File: config.mk
export PLATFORM = sky130hd
export DESIGN_NAME = indirect_address_generator
export DESIGN_NICKNAME = d
export VERILOG_FILES = /design/src/logic/iag_pkg.sv /design/src/logic/circ_modify.sv /design/src/logic/indirect_address_generator.sv
export SDC_FILE = /design/constraint.sdc
export NUM_CORES = 1
export LEC_CHECK = 0
export ABC_AREA = 1
export CAP_MARGIN = 20
export CORE_MARGIN = 8
export CORE_UTILIZATION = 60
export CTS_BUF_LIST = sky130_fd_sc_hd__clkbuf_8
export DETAILED_ROUTE_END_ITERATION = 16
export DONT_BUFFER_PORTS = 1
export PLACE_DENSITY = 0.76
export SYNTH_ARGS = -nofsm -noshare
export SYNTH_HDL_FRONTEND = slang
export SYNTH_SLANG_ARGS = --single-unit
File: constraint.sdc
create_clock -name sys_clk -period 1 [get_ports sys_clk]
set_clock_uncertainty 0.15 [all_clocks]
set_input_delay 0.2 -clock sys_clk [delete_from_list [all_inputs] [get_ports sys_clk]]
set_output_delay 0.2 -clock sys_clk [all_outputs]
set_load 0.005 [all_outputs]
File: src/logic/iag_pkg.sv
package iag_pkg;
  // Operand field and datapath widths
  localparam int MOD_W = 5;
  localparam int DISP_W = 8;
  localparam int ARITH_W = 24;
  localparam int WORD_W = 32;
  localparam int EXT_W = 26;

  // Group held in the top two bits of the modification field
  localparam logic [1:0] GRP_DISP = 2'h0;
  localparam logic [1:0] GRP_INDEX_ZERO = 2'h1;
  localparam logic [1:0] GRP_INDEX_ONE = 2'h2;
  localparam logic [1:0] GRP_SPECIAL = 2'h3;

  // Special-case codes
  localparam logic [MOD_W-1:0] MOD_PLAIN = 5'h18;
  localparam logic [MOD_W-1:0] MOD_BITREV = 5'h19;

  // Implied displacement when none is coded
  localparam logic [ARITH_W-1:0] DISP_IMPLIED = 24'h000001;

  // Reset values of the result registers
  localparam logic [ARITH_W-1:0] ADDR_RST = 24'h000000;
  localparam logic [WORD_W-1:0] PTR_RST = 32'h00000000;

  // Operation held in bits 2:1 of the modification field
  typedef enum logic [1:0] {
    KIND_PRE = 2'b00,
    KIND_PRE_MOD = 2'b01,
    KIND_POST_MOD = 2'b10,
    KIND_POST_CIRC = 2'b11
  } kind_t;
endpackage

File: src/logic/circ_modify.sv
module circ_modify (
  input wire logic [iag_pkg::ARITH_W-1:0] ptr_lo,
  input wire logic [iag_pkg::ARITH_W-1:0] step,
  input wire logic [iag_pkg::ARITH_W-1:0] block_size,
  input wire logic sub,
  output logic [iag_pkg::ARITH_W-1:0] result
);
  import iag_pkg::*;

  logic [ARITH_W-1:0] mask;
  logic [EXT_W-1:0] raw;
  logic [EXT_W-1:0] wrapped;

  // Index mask is 2^K-1, the smallest K with 2^K above the block size
  always_comb begin
    mask[ARITH_W-1] = block_size[ARITH_W-1];
    for (int i = ARITH_W - 2; i >= 0; i--) begin
      mask[i] = mask[i+1] | block_size[i];
    end
  end

  // Step is unsigned; two spare bits catch the borrow of a subtract
  always_comb begin
    if (sub) begin
      raw = {2'h0, ptr_lo & mask} - {2'h0, step};
    end else begin
      raw = {2'h0, ptr_lo & mask} + {2'h0, step};
    end
  end

  // Wrap back into the block in either direction
  always_comb begin
    if (raw[EXT_W-1]) begin
      wrapped = raw + {2'h0, block_size};
    end else if (raw >= {2'h0, block_size}) begin
      wrapped = raw - {2'h0, block_size};
    end else begin
      wrapped = raw;
    end
  end

  // Bits above the index field are left untouched
  assign result = (ptr_lo & ~mask) | (wrapped[ARITH_W-1:0] & mask);
endmodule

File: src/logic/indirect_address_generator.sv
module indirect_address_generator (
  input wire logic sys_clk,
  input wire logic rst_b,
  input wire logic req_valid,
  input wire logic [iag_pkg::MOD_W-1:0] mod_field,
  input wire logic disp_present,
  input wire logic [iag_pkg::DISP_W-1:0] disp_field,
  input wire logic [iag_pkg::WORD_W-1:0] pointer_in,
  input wire logic [iag_pkg::WORD_W-1:0] index_reg_zero,
  input wire logic [iag_pkg::WORD_W-1:0] index_reg_one,
  input wire logic [iag_pkg::WORD_W-1:0] block_size_reg,
  output logic result_valid,
  output logic [iag_pkg::ARITH_W-1:0] operand_addr,
  output logic pointer_wr_en,
  output logic [iag_pkg::WORD_W-1:0] pointer_out,
  output logic mod_illegal
);
  import iag_pkg::*;

  logic [1:0] grp;
  kind_t kind;
  logic sub;
  logic [ARITH_W-1:0] ptr_lo;
  logic [ARITH_W-1:0] step;
  logic [ARITH_W-1:0] offs;
  logic [ARITH_W-1:0] circ_lo;
  logic [ARITH_W-1:0] rev_ptr;
  logic [ARITH_W-1:0] rev_step;
  logic [ARITH_W-1:0] rev_sum;
  logic [ARITH_W-1:0] brev_lo;
  logic [ARITH_W-1:0] new_lo;
  logic [ARITH_W-1:0] addr_next;
  logic wr_next;
  logic illegal_next;
  logic valid_reg;
  logic wr_reg;
  logic illegal_reg;
  logic [ARITH_W-1:0] addr_reg;
  logic [WORD_W-1:0] ptr_reg;

  // Field split: group, operation, direction
  assign grp = mod_field[MOD_W-1:MOD_W-2];
  assign kind = kind_t'(mod_field[2:1]);
  assign sub = mod_field[0];
  assign ptr_lo = pointer_in[ARITH_W-1:0];

  // Step source; the special group only ever needs index register zero
  always_comb begin
    unique case (grp)
      GRP_DISP: step = disp_present ? {16'h0000, disp_field} : DISP_IMPLIED;
      GRP_INDEX_ZERO: step = index_reg_zero[ARITH_W-1:0];
      GRP_INDEX_ONE: step = index_reg_one[ARITH_W-1:0];
      GRP_SPECIAL: step = index_reg_zero[ARITH_W-1:0];
    endcase
  end

  // Plain offset wraps modulo 2^24, as unsigned arithmetic does
  assign offs = sub ? ptr_lo - step : ptr_lo + step;

  circ_modify u_circ (
    .ptr_lo(ptr_lo),
    .step(step),
    .block_size(block_size_reg[ARITH_W-1:0]),
    .sub(sub),
    .result(circ_lo)
  );

  // Reverse carry: mirror both operands, add, mirror back; the carry out
  // of the mirrored top is the carry below bit zero and is dropped
  always_comb begin
    for (int i = 0; i < ARITH_W; i++) begin
      rev_ptr[i] = ptr_lo[ARITH_W-1-i];
      rev_step[i] = step[ARITH_W-1-i];
    end
  end
  assign rev_sum = rev_ptr + rev_step;
  always_comb begin
    for (int i = 0; i < ARITH_W; i++) begin
      brev_lo[i] = rev_sum[ARITH_W-1-i];
    end
  end

  // Mode decode: address, pointer update and its value
  always_comb begin
    addr_next = ptr_lo;
    new_lo = ptr_lo;
    wr_next = 1'b0;
    illegal_next = 1'b0;
    if (grp == GRP_SPECIAL) begin
      if (mod_field == MOD_PLAIN) begin
        addr_next = ptr_lo;
      end else if (mod_field == MOD_BITREV) begin
        wr_next = 1'b1;
        new_lo = brev_lo;
      end else begin
        illegal_next = 1'b1;
      end
    end else begin
      unique case (kind)
        KIND_PRE: begin
          addr_next = offs;
        end
        KIND_PRE_MOD: begin
          addr_next = offs;
          wr_next = 1'b1;
          new_lo = offs;
        end
        KIND_POST_MOD: begin
          wr_next = 1'b1;
          new_lo = offs;
        end
        KIND_POST_CIRC: begin
          wr_next = 1'b1;
          new_lo = circ_lo;
        end
      endcase
    end
  end

  // Handshake flags; a strobe only when a request was taken
  always_ff @(posedge sys_clk or negedge rst_b) begin
    if (!rst_b) begin
      valid_reg <= 1'b0;
      wr_reg <= 1'b0;
      illegal_reg <= 1'b0;
    end else begin
      valid_reg <= req_valid;
      wr_reg <= req_valid & wr_next;
      illegal_reg <= req_valid & illegal_next;
    end
  end

  // Result data is held between requests so the fetch can reuse it
  always_ff @(posedge sys_clk or negedge rst_b) begin
    if (!rst_b) begin
      addr_reg <= ADDR_RST;
      ptr_reg <= PTR_RST;
    end else if (req_valid) begin
      addr_reg <= addr_next;
      ptr_reg <= {pointer_in[WORD_W-1:ARITH_W], new_lo};
    end
  end

  assign result_valid = valid_reg;
  assign operand_addr = addr_reg;
  assign pointer_wr_en = wr_reg;
  assign pointer_out = ptr_reg;
  assign mod_illegal = illegal_reg;
endmodule

==> impl_metrics.json, run 1 <==
{
  "outcome": "did not finish",
  "failed_stage": "5_1_grt",
  "stop_error": "[ERROR GRT-0116] Global routing finished with congestion. Check the congestion regions in the DRC Viewer.",
  "synth_ff_type": "dfrtp_1",
  "synthArstFlopShare": 1.00,
  "synth.distinct_cells": 51,
  "grt_max_degree": 60,
  "row_count": 53,
  "die_w_um": 161,
  "netlist_area_um2": 12600,
  "grt_pass1_wl_um": 177000,
  "cts_buffers": 9,
  "ys_seq_area_frac": 0.117,
  "grt_usage": 0.857,
  "numClockSinks": 59,
  "place_congestion": 1.20,
  "synthTopCellsByArea": "nand2_1, ha_1, dfrtp_1",
  "cts_max_level": 3,
  "grt-ovfl-total": 588,
  "dp.final_hpwl_um": 48400,
  "clock_path_buffers": 2,
  "grt_pass1_vias": 27000,
  "synth-edff-count": 0,
  "initial_core_util": 0.607,
  "syn_nets": 2467,
  "synthDominantCellAreaShare": 0.157,
  "post-synth-top-count-cell": "nand2_1",
  "synth_cells": 2173,
  "ys_ff_latch": 59,
  "portBuffers": 0,
  "clockRootBuffer": "clkbuf_8",
  "die_h_um": 161,
  "io_pins": 204,
  "ys_warn_count": 0,
  "synth_top_area_cell": "nand2_1",
  "place_ws_ns": -5.65,
  "synth_common_cells": "nand2_1, inv_1, a21oi_1, nor2_1, ha_1",
  "avgSynthCellArea_um2": 5.82
}
==> per-stage QoR <==
| stage | instance area (um2) | hold slack, ns | TNS, ns | instances |
|---|---|---|---|---|
| 2_1_floorplan | 13100 | -0.246 | -162.13 | 2173 |
| 3_3_place_gp | 17800 | -0.244 | -189.15 | 2992 |
| 3_5_place_dp | 17800 | -0.244 | -200.69 | 2992 |
| 4_1_cts | 20100 | -0.636 | -177.01 | 3103 |
==> repair_timing <==
action / 4_1_cts
setup endpoints to repair: 109
pin swaps: 110
cloned: 1
gates resized for setup: 317
hold endpoints to repair: 103
hold buffers: 12
buffers inserted: 86
==> metal layers <==
layer | GRT usage | overflow
met1 | 0.800 | 6
met3 | 0.783 | 15
met4 | 0.918 | 191
met2 | 0.992 | 374
met5 | 0.489 | 2
==> cell families after synthesis <==
logic type	after synthesis	share of synthesized area
AND/OR/NAND/NOR	930	0.314
AO/OA/AOI/OAI	497	0.221
buffers and inverters	447	0.136
adder cells (fa/ha/maj)	149	0.150
XOR/XNOR	91	0.0631
flip-flops	59	0.117
==> run 2: changes to the inputs <==
--- a/config.mk
+++ b/config.mk
@@ -8,11 +8,10 @@
 export ABC_AREA = 1
 export CAP_MARGIN = 20
 export CORE_MARGIN = 8
-export CORE_UTILIZATION = 60
-export CTS_BUF_LIST = sky130_fd_sc_hd__clkbuf_8
+export CORE_UTILIZATION = 40
 export DETAILED_ROUTE_END_ITERATION = 16
 export DONT_BUFFER_PORTS = 1
-export PLACE_DENSITY = 0.76
+export PLACE_DENSITY_LB_ADDON = 0.15
 export SYNTH_ARGS = -nofsm -noshare
 export SYNTH_HDL_FRONTEND = slang
 export SYNTH_SLANG_ARGS = --single-unit
==> run 2 against run 1 <==
Net effect:
- the flow now finishes, with violations (negative hold slack, negative setup slack)
- synthesized area unchanged
- synthesized cell count unchanged
==> impl_metrics.json, run 2 <==
{
  "core_area_um2": 31300,
  "relSlewSlack": 0.573,
  "clockRootBuffer": "clkbuf_16",
  "grt-ovfl-total": 0,
  "viasPerCell": 5.21,
  "rsz0062_at_grt": "yes",
  "post-route-period-util": 5.99,
  "syn_to_final_growth_pct": 69.5,
  "place_ws_ns": -5.54,
  "maxCapViolCount": 0,
  "grt_usage": 0.292,
  "dp.cells": 3169,
  "row_count": 65,
  "avgSynthCellArea_um2": 5.82,
  "violations": "negative hold slack, negative setup slack",
  "cts_tree": "built",
  "synth_ff_type": "dfrtp_1",
  "vias": 17200,
  "die_w_um": 194,
  "place_congestion": 0.980,
  "wl_met2_um": 27800,
  "rr_endpoint": "pointer_out[19]",
  "numClockSinks": 59,
  "initial_core_util": 0.404,
  "final_cells": 3295,
  "post-synth-top-count-cell": "nand2_1",
  "grt_pass1_wl_um": 88400,
  "leakagePower_nw": 11.2,
  "tightest_slew_ns": 0.633,
  "die_area_um2": 37500,
  "finalMaxSlewViolations": 0,
  "synth_top_area_cell": "nand2_1",
  "ys_seq_area_frac": 0.117,
  "crit_path_frequent_cell": "nand2_1",
  "wl_per_cell_um": 18.1,
  "grt_max_degree": 60,
  "synthDominantCellAreaShare": 0.157,
  "drive_gt1_frac": 0.421,
  "drtIter0Drc": 1233,
  "fillCellCount": 2657,
  "final_area_um2": 21400,
  "crit_required_ns": 1.10,
  "outcome": "complete, but fails checks",
  "finalSetupViolCount": 109,
  "synth.distinct_cells": 51,
  "final_common_cell": "buf_4",
  "netlist_area_um2": 12600,
  "syn_nets": 2467,
  "min_path_type": "in -> async",
  "io_pins": 204,
  "timing.fmax_ghz": 0.167,
  "cp_slowest_stage_delay_ns": 0.34,
  "cts_max_level": 3,
  "timing.final.ws_setup_ns": -4.99,
  "drc": 0,
  "portBuffers": 0,
  "cts_hold_buf": 13,
  "finalHoldViolations": 98,
  "start_kind": "input pin",
  "r2r_slack_ns": 0.06,
  "die_h_um": 194,
  "worstSkewPairLatency_ns": 0.32,
  "synthTopCellsByArea": "nand2_1, ha_1, dfrtp_1",
  "crit_fanout": 8,
  "power.density_nw_per_um2": 1340,
  "crit_arrival_ns": 6.09,
  "antenna_found_initial": 0,
  "largest_reg_flops": 32,
  "max-vdd-ir-drop_v": 0.000922,
  "holdWs_ns": -0.583,
  "mostFrequentLayoutCells": "buf_4, nand2_1, inv_1",
  "cp-end-kind": "flop",
  "synth_common_cells": "nand2_1, inv_1, a21oi_1, nor2_1, ha_1",
  "worstSetupStartpoint": "block_size_reg[23]",
  "dp.final_hpwl_um": 47100,
  "fin_nets": 3182,
  "drt_first_pass_iters": 5,
  "synth-edff-count": 0,
  "clock_path_buffers": 2,
  "path_clk_slew_ns": 0.06,
  "min_period_ns": 5.99,
  "antenna_left": 0,
  "endpoint": "pointer_out[9]",
  "utilization": 0.684,
  "ys_ff_latch": 59,
  "crit_type": "in -> reg",
  "r2r_cells": 3,
  "highest_layer": "met4",
  "cts_buffers": 9,
  "drt-total-wl_um": 59500,
  "n_antenna_cell": 0,
  "dr_wl_met3_um": 4160,
  "grt_pass1_vias": 16600,
  "drt-met1-wl_um": 25700,
  "timing.rr.start": "pointer_out[19]",
  "synth_cells": 2173,
  "place_area_um2": 18300,
  "ys_warn_count": 0,
  "synthArstFlopShare": 1.00,
  "crit_slowest_cell": "ha_1"
}
[run 2: cell counts after synthesis]
No cell type changed its count.
[run 2: repair_timing]
item / in CTS / in global routing
gates resized for setup: 155 / 319
endpoints found under the hold margin: 102 / 98
endpoints found under the setup margin: 109 / 109
cloned: 3 / 2
pin swaps: 67 / 181
buffers inserted: 56 / 53
[run 2: critical path: cells and delay by family]
family	cells	cell delay (ns)
adders and majority gates	2	0.59
and+or+nand+nor	24	2.47
buffers and inverters	13	1.23
AOI/OAI and AO/OA	10	1.56
[run 2: layout make-up]
cell class	count	area, um2	area share
Multi-Input combinational cell	1670	11500	0.537
Timing Repair Buffer	771	6180	0.288
Sequential cell	59	1480	0.0689
Inverter	376	1460	0.0681
Tap cell	402	503	0.0235
Clock buffer	11	243	0.0113
Clock inverter	5	52.6	0.00245
Timing Repair inverter	1	6.26	0.000292
[run 2: through the flow]
step	setup TNS (ns)	power [mW]
2_1_floorplan	-162.13	12.5
4_1_cts	-183.01	25.6
5_1_grt	-201.46	30.6
3_3_place_gp	-202.04	20.7
3_5_place_dp	-204.09	20.9
6_report	-186.74	28.6
[run 2: how the worst min path moves through the flow]
stage               cells past startpoint  slack [ns]              end
floorplan                               0       -0.25      mod_illegal
global placement                        0       -0.24  operand_addr[2]
detailed placement                      0       -0.24  operand_addr[2]
CTS                                     0       -0.59   pointer_out[1]
global route                            0       -0.59  operand_addr[1]
finish                                  0       -0.58  operand_addr[0]
[run 2: logic make-up (layout without fill, tap and decap cells)]
family | count (synthesis) | count (layout) | share of synthesized area
AO/OA/AOI/OAI | 497 | 497 | 0.221
XOR/XNOR | 91 | 91 | 0.0631
adder cells (fa/ha/maj) | 149 | 149 | 0.150
buffers and inverters | 447 | 1164 | 0.136
flip-flops | 59 | 59 | 0.117
AND/OR/NAND/NOR | 930 | 933 | 0.314
[run 2: report_power, final]
group	total, mW	internal (mW)	switching, mW
Clock	3.06	1.98	1.07
Combinational	22.5	10.8	11.7
Sequential	3.13	2.78	0.351
[run 2: routing by layer]
layer  global-route usage  vias up
li1                     -     8457
met1                0.386     7965
met2                0.491      629
met3               0.0302      105
met4               0.0955        0
met5                    0        -
No activity file was read; power rests on OpenSTA's default activity.
